File: config.mk
export PLATFORM = sky130hd
export DESIGN_NAME = lsd_top
export DESIGN_NICKNAME = d
export VERILOG_FILES = /design/src/common/lsd_pkg.sv /design/src/logic/lsd_fifo.sv /design/src/logic/lsd_top.sv
export SDC_FILE = /design/constraint.sdc
export NUM_CORES = 1
export LEC_CHECK = 0
export ABC_CLOCK_PERIOD_IN_PS = 3500
export BUFFER_PORTS_ARGS = -buffer_cell sky130_fd_sc_hd__buf_2
export CAP_MARGIN = 5
export CORE_AREA = 2 2 173 107
export DETAILED_ROUTE_END_ITERATION = 10
export DIE_AREA = 0 0 175 109
export GPL_ROUTABILITY_DRIVEN = 0
export MAX_ROUTING_LAYER = met4
export PLACE_DENSITY = 0.82
export SYNTH_ARGS = -nofsm -noshare
export SYNTH_HDL_FRONTEND = slang
export SYNTH_SLANG_ARGS = --single-unit
File: constraint.sdc
create_clock -name CLK -period 3.5 [get_ports CLK]
set_clock_uncertainty 0.1 [all_clocks]
set_input_delay 0.175 -clock CLK [delete_from_list [all_inputs] [get_ports CLK]]
set_output_delay 0.175 -clock CLK [all_outputs]
set_load 0.05 [all_outputs]
File: src/common/lsd_pkg.sv
package lsd_pkg;

   // ----------------------------------------------------------------
   // channel, gain and bit queue sizes
   // ----------------------------------------------------------------
   localparam int CHANNELS   = 16;
   localparam int GAIN_BITS  = 8;    // 256 gain steps
   localparam int FIFO_WIDTH = 1;
   localparam int FIFO_DEPTH = 32;

   // ----------------------------------------------------------------
   // pin synchroniser layout: one vector, one bit per pin
   // ----------------------------------------------------------------
   localparam int PIN_SCLK   = 0;
   localparam int PIN_SIN    = 1;
   localparam int PIN_STROBE = 2;
   localparam int PIN_BLANK  = 3;
   localparam int PIN_OTEMP  = 4;
   localparam int PIN_OPEN   = 5;
   localparam int PIN_SHORT  = PIN_OPEN + CHANNELS;
   localparam int PIN_COUNT  = PIN_SHORT + CHANNELS;

   // ----------------------------------------------------------------
   // reset values
   // ----------------------------------------------------------------
   // idle levels: strobe pulled low, blank pulled high, the rest low
   localparam logic [PIN_COUNT-1:0] PIN_IDLE     = 37'h00_0000_0008;
   localparam logic [GAIN_BITS-1:0] GAIN_RESET   = 8'hff;
   localparam logic [CHANNELS-1:0]  CHAN_RESET   = 16'h0000;

   // ----------------------------------------------------------------
   // timing: fastest serial clock the block is built for
   // ----------------------------------------------------------------
   localparam int SCLK_MAX_MHZ    = 30;
   localparam int CLK_PERIOD_PS   = 8000;
   localparam int SCLK_PERIOD_PS  = 1000000 / SCLK_MAX_MHZ;
   // shortest serial period in system cycles, rounded down
   localparam int SCLK_MIN_CYCLES = SCLK_PERIOD_PS / CLK_PERIOD_PS;

endpackage

File: src/logic/lsd_fifo.sv
module lsd_fifo
   import lsd_pkg::*;
#(
   parameter int WIDTH = FIFO_WIDTH,
   parameter int DEPTH = FIFO_DEPTH
) (
   input  wire logic             clk,
   input  wire logic             nrst,
   input  wire logic             in_valid,
   output logic                  in_ready,
   input  wire logic [WIDTH-1:0] in_data,
   output logic                  out_valid,
   input  wire logic             out_ready,
   output logic      [WIDTH-1:0] out_data
);

   localparam int AW = $clog2(DEPTH);

   initial begin
      if (DEPTH < 2 || (1 << AW) != DEPTH || WIDTH < 1)
         $error("fifo depth must be a power of two of at least 2");
   end

   logic [WIDTH-1:0] mem [DEPTH];
   logic [AW-1:0]    wr_q;
   logic [AW-1:0]    rd_q;
   logic [AW:0]      cnt_q;
   logic             push;
   logic             pop;

   // ----------------------------------------------------------------
   // flags and handshakes
   // ----------------------------------------------------------------
   assign in_ready  = (cnt_q != (AW+1)'(DEPTH));
   assign out_valid = (cnt_q != '0);
   assign out_data  = mem[rd_q];
   assign push      = in_valid & in_ready;
   assign pop       = out_valid & out_ready;

   // storage has no reset: only words below the count are ever read
   always_ff @(posedge clk) begin
      if (push) begin
         mem[wr_q] <= in_data;
      end
   end

   // pointers and fill count
   always_ff @(posedge clk or negedge nrst) begin
      if (!nrst) begin
         wr_q  <= '0;
         rd_q  <= '0;
         cnt_q <= '0;
      end else begin
         if (push) wr_q <= wr_q + 1'b1;
         if (pop)  rd_q <= rd_q + 1'b1;
         cnt_q <= cnt_q + (AW+1)'(push) - (AW+1)'(pop);
      end
   end

endmodule

File: src/logic/lsd_top.sv
module lsd_top
   import lsd_pkg::*;
(
   input  wire logic                 CLK,
   input  wire logic                 NRST,
   input  wire logic                 SERIAL_CLK,
   input  wire logic                 SERIAL_IN,
   input  wire logic                 LATCH_STROBE_MODE_SEL_A,
   input  wire logic                 BLANK_N_MODE_SEL_B,
   input  wire logic                 OVERTEMP,
   input  wire logic [CHANNELS-1:0]  OPEN_FAULT,
   input  wire logic [CHANNELS-1:0]  SHORT_FAULT,
   output logic      [CHANNELS-1:0]  SINK_OUTPUTS,
   output logic                      SERIAL_OUT,
   output logic      [GAIN_BITS-1:0] CURRENT_GAIN,
   output logic      [CHANNELS-1:0]  ERROR_BITS,
   output logic                      THERMAL_OFF,
   output logic                      SHIFT_OVERRUN
);

   initial begin
      if (SCLK_MIN_CYCLES < 2)
         $error("system clock too slow to sample the serial clock");
   end

   // ----------------------------------------------------------------
   // pin synchronisers
   // ----------------------------------------------------------------
   logic [PIN_COUNT-1:0] pins;
   logic [PIN_COUNT-1:0] s1_q;
   logic [PIN_COUNT-1:0] s2_q;
   logic [PIN_COUNT-1:0] s3_q;
   logic [PIN_COUNT-1:0] flt_q;
   logic [PIN_COUNT-1:0] flt_prev_q;

   assign pins = {SHORT_FAULT, OPEN_FAULT, OVERTEMP, BLANK_N_MODE_SEL_B,
                  LATCH_STROBE_MODE_SEL_A, SERIAL_IN, SERIAL_CLK};

   // idle levels stand in for the pull resistors until pins are driven
   always_ff @(posedge CLK or negedge NRST) begin
      if (!NRST) begin
         s1_q <= PIN_IDLE;
         s2_q <= PIN_IDLE;
         s3_q <= PIN_IDLE;
      end else begin
         s1_q <= pins;
         s2_q <= s1_q;
         s3_q <= s2_q;
      end
   end

   // a level counts once the second and third stages agree
   genvar gi;
   generate
      for (gi = 0; gi < PIN_COUNT; gi++) begin : g_filt
         always_ff @(posedge CLK or negedge NRST) begin
            if (!NRST) begin
               flt_q[gi]      <= PIN_IDLE[gi];
               flt_prev_q[gi] <= PIN_IDLE[gi];
            end else begin
               flt_prev_q[gi] <= flt_q[gi];
               if (s2_q[gi] == s3_q[gi]) flt_q[gi] <= s3_q[gi];
            end
         end
      end
   endgenerate

   // ----------------------------------------------------------------
   // filtered pin views and edge decode
   // ----------------------------------------------------------------
   function automatic logic rising(input logic now, input logic prev);
      return now & ~prev;
   endfunction

   wire                sclk_rise  = rising(flt_q[PIN_SCLK], flt_prev_q[PIN_SCLK]);
   // data bit as it stood before the clock edge, for setup margin
   wire                sin_bit    = flt_prev_q[PIN_SIN];
   wire                strobe     = flt_q[PIN_STROBE];
   wire                strobe_fall = rising(flt_prev_q[PIN_STROBE], flt_q[PIN_STROBE]);
   wire                blank_n    = flt_q[PIN_BLANK];
   wire                otemp      = flt_q[PIN_OTEMP];
   wire [CHANNELS-1:0] open_f     = flt_q[PIN_OPEN +: CHANNELS];
   wire [CHANNELS-1:0] short_f    = flt_q[PIN_SHORT +: CHANNELS];

   // mode select: strobe high at a serial edge makes it a command edge
   wire                mode_edge  = sclk_rise & strobe;
   wire                err_cmd    = mode_edge & ~blank_n;
   wire                gain_cmd   = mode_edge & blank_n;
   wire                data_edge  = sclk_rise & ~strobe;

   // ----------------------------------------------------------------
   // bit queue between pin sampling and the shift register
   // ----------------------------------------------------------------
   logic                  q_in_ready;
   logic                  q_out_valid;
   logic                  q_out_ready;
   logic [FIFO_WIDTH-1:0] q_out_data;
   logic                  err_pend_q;
   logic                  err_load;

   // error word waits until queued data has drained, keeping bit order
   assign err_load    = err_pend_q & ~q_out_valid;
   assign q_out_ready = ~err_load;

   lsd_fifo #(
      .WIDTH (FIFO_WIDTH),
      .DEPTH (FIFO_DEPTH)
   ) u_queue (
      .clk       (CLK),
      .nrst      (NRST),
      .in_valid  (data_edge),
      .in_ready  (q_in_ready),
      .in_data   (sin_bit),
      .out_valid (q_out_valid),
      .out_ready (q_out_ready),
      .out_data  (q_out_data)
   );

   wire shift_en = q_out_valid & q_out_ready;

   // ----------------------------------------------------------------
   // shift register and error register
   // ----------------------------------------------------------------
   logic [CHANNELS-1:0] shift_q;
   logic [CHANNELS-1:0] err_q;

   // open and short faults land in the same channel bit
   wire  [CHANNELS-1:0] fault_now = open_f | short_f;

   always_ff @(posedge CLK or negedge NRST) begin
      if (!NRST) begin
         shift_q <= CHAN_RESET;
      end else if (err_load) begin
         shift_q <= err_q;             // error word goes out the chain
      end else if (shift_en) begin
         shift_q <= {shift_q[CHANNELS-2:0], q_out_data[0]};
      end
   end

   always_ff @(posedge CLK or negedge NRST) begin
      if (!NRST) begin
         err_q      <= CHAN_RESET;
         err_pend_q <= 1'b0;
      end else begin
         if (err_cmd) err_q <= fault_now;
         if (err_cmd) err_pend_q <= 1'b1;
         else if (err_load) err_pend_q <= 1'b0;
      end
   end

   // ----------------------------------------------------------------
   // output latches and gain register
   // ----------------------------------------------------------------
   logic [CHANNELS-1:0]  latch_q;
   logic [GAIN_BITS-1:0] gain_q;
   logic                 cap_pend_q;
   logic                 gain_arm_q;

   // capture is held off until queued bits are in the shift register
   wire follow   = (strobe | cap_pend_q) & ~gain_arm_q;
   wire cap_done = cap_pend_q & ~q_out_valid;

   always_ff @(posedge CLK or negedge NRST) begin
      if (!NRST) begin
         latch_q <= CHAN_RESET;
      end else if (follow) begin
         latch_q <= shift_q;
      end
   end

   always_ff @(posedge CLK or negedge NRST) begin
      if (!NRST) begin
         cap_pend_q <= 1'b0;
      end else if (strobe_fall & ~gain_arm_q) begin
         cap_pend_q <= 1'b1;
      end else if (cap_done | strobe) begin
         cap_pend_q <= 1'b0;
      end
   end

   // gain command arms; the next strobe fall loads the low byte
   always_ff @(posedge CLK or negedge NRST) begin
      if (!NRST) begin
         gain_arm_q <= 1'b0;
         gain_q     <= GAIN_RESET;
      end else begin
         if (gain_cmd) begin
            gain_arm_q <= 1'b1;
         end else if (strobe_fall & ~q_out_valid) begin
            gain_arm_q <= 1'b0;
         end
         if (gain_arm_q & strobe_fall & ~q_out_valid)
            gain_q <= shift_q[GAIN_BITS-1:0];
      end
   end

   // ----------------------------------------------------------------
   // registered outputs
   // ----------------------------------------------------------------
   // overtemperature shuts all sinks as the blank pin would
   wire                sinks_on  = ~blank_n & ~otemp;
   wire [CHANNELS-1:0] sink_d    = sinks_on ? latch_q : CHAN_RESET;
   logic               overrun_q;

   // overrun is sticky: a lost edge corrupts the whole chain
   always_ff @(posedge CLK or negedge NRST) begin
      if (!NRST) begin
         overrun_q <= 1'b0;
      end else if (data_edge & ~q_in_ready) begin
         overrun_q <= 1'b1;
      end
   end

   always_ff @(posedge CLK or negedge NRST) begin
      if (!NRST) begin
         SINK_OUTPUTS  <= CHAN_RESET;
         SERIAL_OUT    <= 1'b0;
         CURRENT_GAIN  <= GAIN_RESET;
         ERROR_BITS    <= CHAN_RESET;
         THERMAL_OFF   <= 1'b0;
         SHIFT_OVERRUN <= 1'b0;
      end else begin
         SINK_OUTPUTS  <= sink_d;
         SERIAL_OUT    <= shift_q[CHANNELS-1];
         CURRENT_GAIN  <= gain_q;
         ERROR_BITS    <= err_q;
         THERMAL_OFF   <= otemp;
         SHIFT_OVERRUN <= overrun_q;
      end
   end

endmodule

Yosys cells after proc, flatten, opt, wreduce, memory -nomap -nowiden
Memories as Yosys holds them, arrays and structs flattened.
Cells that the tools add are included.
{ "classes": {"addsub": 4, "mul": 0, "div_mod_pow": 0, "n_lt_le_gt_ge": 0, "n_eq_ne": 38, "shift": 0, "n_mux": 11, "n_bitwise": 28, "n_reduce_logical": 5} }
{ "op_table": {"columns": ["op", "n"], "rows": [
  ["$mux W16", 3],
  ["$eq A1 B1 Y1", 37],
  ["$and A1 B1 Y1", 17],
  ["$or A16 B16 Y16", 1],
  ["$add A5 B1 Y5 const B", 2],
  ["$mux W1", 8],
  ["$not A1 Y1", 8],
  ["$reduce_bool A2 Y1", 4],
  ["$add A6 B1 Y6", 1],
  ["$ne A6 B6 Y1 const B", 1],
  ["$reduce_bool A6 Y1", 1],
  ["$sub A6 B1 Y6", 1],
  ["$or A1 B1 Y1", 2]
]} }
{ "totals": {"regBits": 270, "latchBits": 0, "ramBits": 32, "romBits": 0, "inputBits": 39, "output_inout_bits": 43, "wordCells": 147, "n_memories": 1} }
{ "memory_table": {"columns": ["memory", "depth", "width", "rd", "rd_ports_with_merged_regs", "write_ports", "line", "source"], "rows": [
  ["u_queue.mem", 32, 1, 1, 0, 1, "lsd_fifo.sv:24", "logic [WIDTH-1:0] mem [DEPTH];"]
]} }

Depth between registers and ports, before layout
Gate-level depths: netlist of the first run.
{ "logic_depth": {"word_depth": 7, "depth_mapped": 15, "depth_no_buf": 12} }

Modules after synthesis
Synthesis of the first run repeated with hierarchy kept, for this count alone.
{ "unflattened": {"cells_unflattened": 639, "area_unflattened_um2": 10332.4} }
{ "modules_own_cells": {"columns": ["module", "n_inst", "cells_per_inst", "area_per_inst_um2", "seq_area_each_um2"], "rows": [
  ["lsd_top", 1, 456, 7947.6, 6381.1],
  ["lsd_fifo", 1, 183, 2384.8, 1361.3]
]} }

Worst setup path after synthesis of the first run
OpenSTA, ideal clock, no wires.
{ "synth_path": {"kind": "register -> register", "startpoint": "register u_queue.cnt_q[2]", "endpoint": "register u_queue.cnt_q[4]", "setup_time_ps": 80, "arrival_time_ps": 2583, "t_required_ps": 3320, "setup_slack_ps": 737, "stages_incl_launch_ff": 16, "n_path_buf": 3, "period_less_slack_ps": 2763, "cell_sequence": "dfrtp_1 inv_1 ha_1 and3_1 clkbuf_1 inv_1 buf_2 buf_2 ha_1 inv_1 ha_1 fa_1 a21oi_1 nor2_1 nor2_1 xnor2_1"} }
{ "synth_between": {"elab_chain_len": 6, "elab_cells_between_ends": 9, "classes_between": "2 x add/sub; 1 x eq/ne; 5 x bitwise; 1 x reduce/logical"} }
{ "synth_lines": {"columns": ["element", "line", "source"], "rows": [
  ["start, declared", "lsd_fifo.sv:27", "logic [AW:0] cnt_q;"],
  ["start signal, assigned", "lsd_fifo.sv:56", "cnt_q <= cnt_q + (AW+1)'(push) - (AW+1)'(pop);"],
  ["$reduce_bool A6 Y1 (*)", "lsd_fifo.sv:35", "assign out_valid = (cnt_q != '0);"],
  ["$not A1 Y1", "lsd_top.sv:102", "assign err_load = err_pend_q & ~q_out_valid;"],
  ["$and A1 B1 Y1", "lsd_top.sv:102", null],
  ["$not A1 Y1", "lsd_top.sv:103", "assign q_out_ready = ~err_load;"],
  ["$and A1 B1 Y1 (*)", null, null],
  ["via shift_en", "lsd_top.sv:119", "wire shift_en = q_out_valid & q_out_ready;"],
  ["$sub A6 B1 Y6 (*)", "lsd_fifo.sv:56", null]
]} }
Mark *: on every way through the listed nets, which the timed path passes. The rest lies on a longest branch.
A chain may end at the register's enable or synchronous reset.

Final worst setup path of the first run
{ "layout_path": {"startpoint": "register u_queue.cnt_q[2]", "endpoint": "register u_queue.cnt_q[5]"} }
{ "layout_between": {"elab_chain_len": 6, "elab_cells_between_ends": 9, "classes_between": "2 x add/sub; 1 x eq/ne; 5 x bitwise; 1 x reduce/logical"} }
{ "layout_lines": {"columns": ["element", "line"], "rows": [
  ["branches (longest 5 deep; another with $add A6 B1 Y6)", null],
  ["$sub A6 B1 Y6 (*)", "lsd_fifo.sv:56"]
]} }
Every way passes the cells marked *.

==> results of run 1 <==
## flip-flops by register name, summed over array words and instances (netlist names), 8 cells and up
register,flops
latch_q,16
ERROR_BITS,16
s1_q,37
flt_q,34
err_q,16
gain_q,8
shift_q,16
SINK_OUTPUTS,16
CURRENT_GAIN,8
u_queue.mem,32
s3_q,37
s2_q,37
## how the worst max path moves through the flow
stage / end / depth (start not counted)
2_1_floorplan: u_queue.cnt_q[4] / 15
3_3_place_gp: u_queue.cnt_q[4] / 12
3_5_place_dp: u_queue.cnt_q[4] / 12
4_1_cts: u_queue.cnt_q[5] / 12
5_1_grt: u_queue.cnt_q[4] / 12
6_report: u_queue.cnt_q[5] / 12
## layer usage
| layer | up-vias | wire length, µm | share of wire [%] |
|---|---|---|---|
| met5 | - | 0 | 0 |
| met4 | 0 | 422 | 2.3 |
| met3 | 37 | 999 | 5.4 |
| met2 | 150 | 9220 | 50 |
| met1 | 2745 | 7850 | 42 |
| li1 | 2442 | - | - |
## worst max-delay path, stage by stage, from the launching register on
cell	delay [ns]
sky130_fd_sc_hd__dfrtp_1	0.39
sky130_fd_sc_hd__inv_1	0.09
sky130_fd_sc_hd__ha_1	0.19
sky130_fd_sc_hd__and3_1	0.28
sky130_fd_sc_hd__inv_1	0.09
sky130_fd_sc_hd__ha_1	0.28
sky130_fd_sc_hd__inv_1	0.04
sky130_fd_sc_hd__ha_1	0.20
sky130_fd_sc_hd__a21o_1	0.19
sky130_fd_sc_hd__a21oi_1	0.23
sky130_fd_sc_hd__o21bai_1	0.11
sky130_fd_sc_hd__a21oi_1	0.19
sky130_fd_sc_hd__xor2_1	0.15
## power by group
| part | switching, mW | internal [mW] | total [mW] |
|---|---|---|---|
| clock network | 1.20 | 1.83 | 3.04 |
| logic | 1.09 | 0.767 | 1.86 |
| registers | 0.585 | 4.17 | 4.76 |
## synthesized netlist by cell type (all sizes together), types with 2 or more instances
master and n:
dfstp 20, nor2b 2, and2 16, mux4 4, dfrtp 250, nand4 4
clkbuf 8, nand3b 6, maj3 37, xor2 3, buf 12, edfxtp 32
mux2i 27, nor2 73, and3 2, nand2 29, nand3 4, inv 12
o21ai 16, xnor2 9, o21bai 2, ha 14, mux2 25, or3b 2
a21oi 21, a21o 3
## through the flow
stage          cell area [µm²]  worst slack, ns  hold WS, ns
2_1_floorplan            10100            0.737       -0.221
4_1_cts                  12100            0.904        0.181
5_1_grt                  12100            0.717        0.185
3_3_place_gp             10800             1.05        0.181
6_report                 12100            0.900        0.197
3_5_place_dp             10800            0.912        0.184
## what timing repair did
action                    CTS  global route
setup buffers               0             0
hold endpoints to repair  148             0
hold buffers               38             0
## final cells by class
| cell class | count | area [µm²] |
|---|---|---|
| repair buffers | 125 | 866 |
| well taps | 240 | 300 |
| flip-flops and latches | 302 | 7740 |
| inverters | 12 | 45.0 |
| clock inverters | 11 | 188 |
| multi-input cells | 308 | 2240 |
| fillers | 1117 | 5520 |
| clock buffers | 34 | 731 |
| diodes | 1 | 2.50 |
## kinds of logic (layout without fill, tap and decap cells)
logic type / after synthesis / count (layout) / synth area share (%)
flops: 302 / 302 / 76.4
other cells: 0 / 1 / 0
compound gates: 46 / 46 / 2.51
mux: 56 / 56 / 6.45
buf+inv: 32 / 182 / 1.54
fa+ha+maj: 52 / 52 / 5.58
simple gates: 142 / 142 / 6.48
xor+xnor: 12 / 12 / 1.04
==> qor.csv, run 1 <==
stage,metric,value,unit
synthesis,syn-mean-instance-area,15.8,µm²
layout,layout.cells.most_common,sky130_fd_sc_hd__dfrtp_1,
synthesis,post_synth_main_area_contributors,"sky130_fd_sc_hd__dfrtp_1, sky130_fd_sc_hd__edfxtp_1, sky130_fd_sc_hd__dfstp_2",
layout,mostFrequentLayoutCells,"sky130_fd_sc_hd__dfrtp_1, sky130_fd_sc_hd__buf_2, sky130_fd_sc_hd__nor2_1",
hold_path,hold_path.startpoint,LATCH_STROBE_MODE_SEL_A,
floorplanning,initial_core_util,57.4,%
routing,route.detailed.wl_per_inst,17.9,µm
floorplanning,site_row_count,38,
sta,post-route-period-util,74.3,%
synthesis,ys_ff_latch,302,
pwr,max-vdd-ir-drop,0.000590,V
sta,finalHoldViolCount,0,
global_routing,grt_busiest_layer,met2,
routing,drt_drc_violations_left,0,
layout,nets,828,
setup_path,crit_path_max_fanout,5,
clocking,numClockSinks,302,
floorplanning,i_o_pin_count,82,
clocking,clk_slew_on_worst_s_h_paths,0.07,ns
sta,maxClockFrequency,385,MHz
synthesis,postSynth.topFlopCell,sky130_fd_sc_hd__dfrtp_1,
setup_path,critical_path.reg2reg.endpoint,u_queue.cnt_q[5],
global_routing,global_route.usage.met2,34.5,%
floorplanning,fp.dieArea,0.0191,mm²
setup_path,critPathLaunchType,register,
global_routing,groute.layer.met3.usage,3.87,%
setup_path,critPathRequiredTime,3.84,ns
sta,finalWorstPathRequiredPeriod,2.60,ns
hold_path,holdCritPathClass,input pin to register,
hold_path,hold_path_depth,2,
setup_path,cp.arrival,2.94,ns
setup_path,setup.worst_path.class,register to register,
synthesis,synth_nets,696,
synthesis,netlist_area_before_placement,0.0101,mm²
clocking,max-clock-path-buffers,3,
setup_path,reg2reg_slack,0.90,ns
placement,post-dp-hpwl,11.2,mm
global_routing,grt_pass1_wl,30.2,mm
placement,port_buffers,81,
pwr,power,9.66,mW
synthesis,synthCells,642,
placement,numPlacedInstances,949,
clocking,cts.repair.resized,0,
setup_path,r2r_cells,12,
setup_path,critical_path.reg2reg.startpoint,u_queue.cnt_q[2],
sta,worst-slew-pin-transition,1.08,ns
clocking,cts.htree.levels,1,
sta,finalSetupTns,0,ns
synthesis,synth.lib_cells_used.distinct,39,
clocking,clk_root_buffer_cell,sky130_fd_sc_hd__clkbuf_16,
clocking,worstSkewPairLatency,0.51,ns
routing,avgViaCountPerCell,5.20,
routing,routed_wirelength,18.5,mm
setup_path,crit_start,u_queue.cnt_q[2],
synthesis,synth.top_cell.area_share,61.7,%
sta,setup_repair_after_global_routing_missed_its_margin,no,
routing,number_of_antenna_violating_nets_in_the_routed_design,0,
synthesis,synthDominantAreaCellType,sky130_fd_sc_hd__dfrtp_1,
global_routing,grt.met1_usage,27.9,%
layout,finish.cell_count_without_fillers,1033,
synthesis,synth.yosys.seq_area_share,76.4,%
global_routing,grt.overflow.total,0,
pwr,leak_pwr,5.41,nW
global_routing,pin_count_of_the_biggest_net_entering_global_routing,125,
sta,relative_slew_slack,27.8,%
hold_path,holdPathEnd,s1_q[2],
synthesis,synth_warnings,0,
global_routing,grt_pass1_vias,5810,
layout,layout-drive-gt1-share,23.0,%
floorplanning,chipHeight,109,µm
global_routing,grt.total_usage,21.0,%
floorplanning,die-width,175,µm
clocking,cts_tree,built,
synthesis,synth_edf_count,32,
pwr,power-per-cell-area,797,mW/mm²
synthesis,synth-async-reset-ratio,89.4,%
routing,drt_pass1_iterations,4,
routing,detail_route.iter0.violations,361,
layout,finish.utilization,68.7,%
sta,maxSlewViolCount,0,
status,outcome,"complete, no violations",
global_routing,grt_antenna_before_repair,1,
clocking,tritoncts.num_buffers,25,
setup_path,setup.worst_path.end_class,register,
flow_run,max-cap-violations,0,
floorplanning,core_region_area,0.0176,mm²
sta,report.final.setup_viol,0,
routing,overall_via_count_from_detail_route,5374,
layout,area_delta_synth_final,19.6,%
Note: power is estimated with default switching activity, not from simulation.
==> inputs of run 2 (changes only) <==
ABC_CLOCK_PERIOD_IN_PS = 2500   (was 3500)
clock period = 2.5 ns   (was 3.5 ns; I/O delays follow)
==> qor.csv, run 2 (same netlist as run 1, synthesis figures left out) <==
stage,metric,value,unit,change
clocking,clk_root_buffer_cell,sky130_fd_sc_hd__clkbuf_16,,
clocking,tritoncts.num_buffers,26,,+4.0%
setup_path,critical-path-top-cell-by-count,sky130_fd_sc_hd__ha_1,,
layout,area_delta_synth_final,20.8,%,
placement,post-dp-hpwl,11.2,mm,-0.37%
flow_run,max-cap-violations,0,,unchanged
routing,number_of_antenna_violating_nets_in_the_routed_design,0,,unchanged
clocking,clk_slew_on_worst_s_h_paths,0.07,ns,about the same
sta,post-route-period-util,95.0,%,+21 points
pwr,max-vdd-ir-drop,0.000694,V,+18%
sta,report.final.setup_viol,0,,unchanged
layout,finish.cell_count_without_fillers,1041,,+0.77%
floorplanning,die-width,175,µm,unchanged
clocking,max-clock-path-buffers,3,,unchanged
global_routing,pin_count_of_the_biggest_net_entering_global_routing,73,,-42%
routing,route.detailed.wl_per_inst,18.0,µm,+0.64%
layout,layout.cells.most_common,sky130_fd_sc_hd__dfrtp_1,,
setup_path,critPathLaunchType,register,,
setup_path,slowest_stage,sky130_fd_sc_hd__dfrtp_1,,
setup_path,critical_path.reg2reg.startpoint,u_queue.cnt_q[2],,
sta,maxSlewViolCount,0,,unchanged
sta,finalHoldViolCount,0,,unchanged
setup_path,cp.arrival,2.72,ns,-0.22 ns
clocking,cts.htree.levels,1,,unchanged
sta,finalWorstPathRequiredPeriod,2.38,ns,-0.224 ns
setup_path,setup.worst_path.end_class,register,,
layout,fillCellCount,1111,,-0.54%
placement,port_buffers,81,,unchanged
layout,layout-drive-gt1-share,24.7,%,+1.7 points
setup_path,critPathRequiredTime,2.84,ns,-1.00 ns
placement,numPlacedInstances,954,,+0.53%
clocking,worstSkewPairLatency,0.53,ns,+0.02 ns
pwr,power_frac_clock,31.6,%,about the same
floorplanning,initial_core_util,57.4,%,unchanged
setup_path,crit_path_max_fanout,2,,-3
routing,overall_via_count_from_detail_route,5399,,+0.47%
setup_path,critical_path.n_buffers_inverters,3,,unchanged
sta,relative_slew_slack,36.1,%,+8.3 points
layout,diodes,0,,-1
global_routing,grt_antenna_before_repair,1,,unchanged
routing,drt_drc_violations_left,0,,unchanged
setup_path,crit_start,u_queue.cnt_q[2],,
pwr,power.sequential.fraction,48.0,%,-1.3 points
routing,drt_pass1_iterations,4,,unchanged
sta,finalSetupTns,0,ns,unchanged
setup_path,setup.worst_path.class,register to register,,
global_routing,grt.overflow.total,0,,unchanged
floorplanning,fp.dieArea,0.0191,mm²,unchanged
clocking,cts_tree,built,,
pwr,power-per-cell-area,1120,mW/mm²,+41%
pwr,switchingPower,4.19,mW,+45%
pwr,internal_power,9.58,mW,+41%
layout,largestRegisters,"s1_q: 37 flops, s2_q: 37 flops, s3_q: 37 flops",,
pwr,switching_share,30.4,%,+0.58 points
sta,maxClockFrequency,421,MHz,+9.4%
clocking,numClockSinks,302,,unchanged
status,outcome,"complete, no violations",,
sta,worst-slew-pin-transition,0.956,ns,-0.123 ns
global_routing,grt_pass1_wl,30.6,mm,+1.2%
floorplanning,site_row_count,38,,unchanged
layout,nets,835,,+0.85%
setup_path,cpLargestDelayFamily,compound AO/OA/AOI/OAI gates,,
routing,avgViaCountPerCell,5.19,,-0.31%
global_routing,grt_pass1_vias,5848,,+0.65%
setup_path,worst_path_largest_cell_delay,0.40,ns,about the same
pwr,leak_pwr,5.48,nW,+1.2%
pwr,power_frac_comb,20.4,%,+1.1 points
floorplanning,core_region_area,0.0176,mm²,unchanged
global_routing,grt.total_usage,21.3,%,+0.31 points
hold_path,holdCritPathClass,input pin to asynchronous set/reset pin,,
routing,detail_route.iter0.violations,277,,-23%
floorplanning,i_o_pin_count,82,,unchanged
layout,mostFrequentLayoutCells,"sky130_fd_sc_hd__dfrtp_1, sky130_fd_sc_hd__buf_2, sky130_fd_sc_hd__nor2_1",,
floorplanning,chipHeight,109,µm,unchanged
setup_path,path_cells,inv_1 -> ha_1 -> and3_4 -> inv_2 -> ha_1 -> inv_1 -> ha_1 -> a21o_1 -> a21oi_2 -> o21bai_1 -> a21oi_2 -> xor2_1,,
routing,routed_wirelength,18.8,mm,+1.4%
[run 2: cell type report]
| class | instances | area, µm² | share of cell area [%] |
|---|---|---|---|
| flip-flops and latches | 302 | 7740 | 63.2 |
| multi-input cells | 308 | 2260 | 18.5 |
| repair buffers | 131 | 936 | 7.64 |
| clock buffers | 33 | 717 | 5.86 |
| well taps | 240 | 300 | 2.45 |
| clock inverters | 15 | 238 | 1.94 |
| inverters | 12 | 45.0 | 0.368 |
[run 2: worst register-to-register path, stage by stage, from the launching register on]
cell	delay, ns
sky130_fd_sc_hd__dfrtp_1	0.40
sky130_fd_sc_hd__inv_1	0.09
sky130_fd_sc_hd__ha_1	0.16
sky130_fd_sc_hd__and3_4	0.19
sky130_fd_sc_hd__inv_2	0.04
sky130_fd_sc_hd__ha_1	0.18
sky130_fd_sc_hd__inv_1	0.10
sky130_fd_sc_hd__ha_1	0.24
sky130_fd_sc_hd__a21o_1	0.18
sky130_fd_sc_hd__a21oi_2	0.16
sky130_fd_sc_hd__o21bai_1	0.10
sky130_fd_sc_hd__a21oi_2	0.17
sky130_fd_sc_hd__xor2_1	0.18
[run 2: through the flow]
step	worst slack, ns	utilization [%]	power (mW)	cell area, µm²	hold WS (ns)
finish	0.124	69.4	13.8	12200	0.0605
global route	-0.0266	69.4	14.4	12200	0.109
CTS	0.0369	69.3	13.8	12200	0.0624
detailed placement	0.0592	61.7	9.32	10900	0.0234
global placement	0.265	61.7	9.11	10900	0.0117
floorplan	-0.0325	-	8.49	10200	-0.271
[run 2: repair_timing]
item / in CTS / in global routing
buffers inserted: 0 / 1
hold buffers: 38 / 0
endpoints found under the hold margin: 301 / 0
gates resized for setup: 0 / 3
setup endpoints to repair: 0 / 2
[run 2: worst paths after layout]
path,slack [ns],endpoint,depth (start not counted)
worst min register to register,0.25,s2_q[4],0
worst max register to register,0.12,u_queue.cnt_q[5],12
worst max-delay path,0.12,u_queue.cnt_q[5],12
min in group CLK,0.13,s1_q[35],2
worst min-delay path,0.06,flt_q[30],2
max in group asynchronous,1.46,s2_q[3],3
[run 2: layer usage]
layer | track usage [%] | vias to the layer above | routed length [µm]
met5 | - | - | 0
met1 | 28.4 | 2770 | 8190
met3 | 3.77 | 40 | 807
met2 | 34.4 | 134 | 9310
met4 | 6.49 | 0 | 450
li1 | - | 2455 | -
[run 2: power by group through the flow]
stage	clock network [mW]	registers, mW	logic, mW
after floorplan	0	6.90	1.59
after global placement	0	6.57	2.54
after detailed placement	0	6.64	2.68
after CTS	4.41	6.59	2.78
after global routing	4.65	6.72	3.08
final	4.35	6.60	2.81
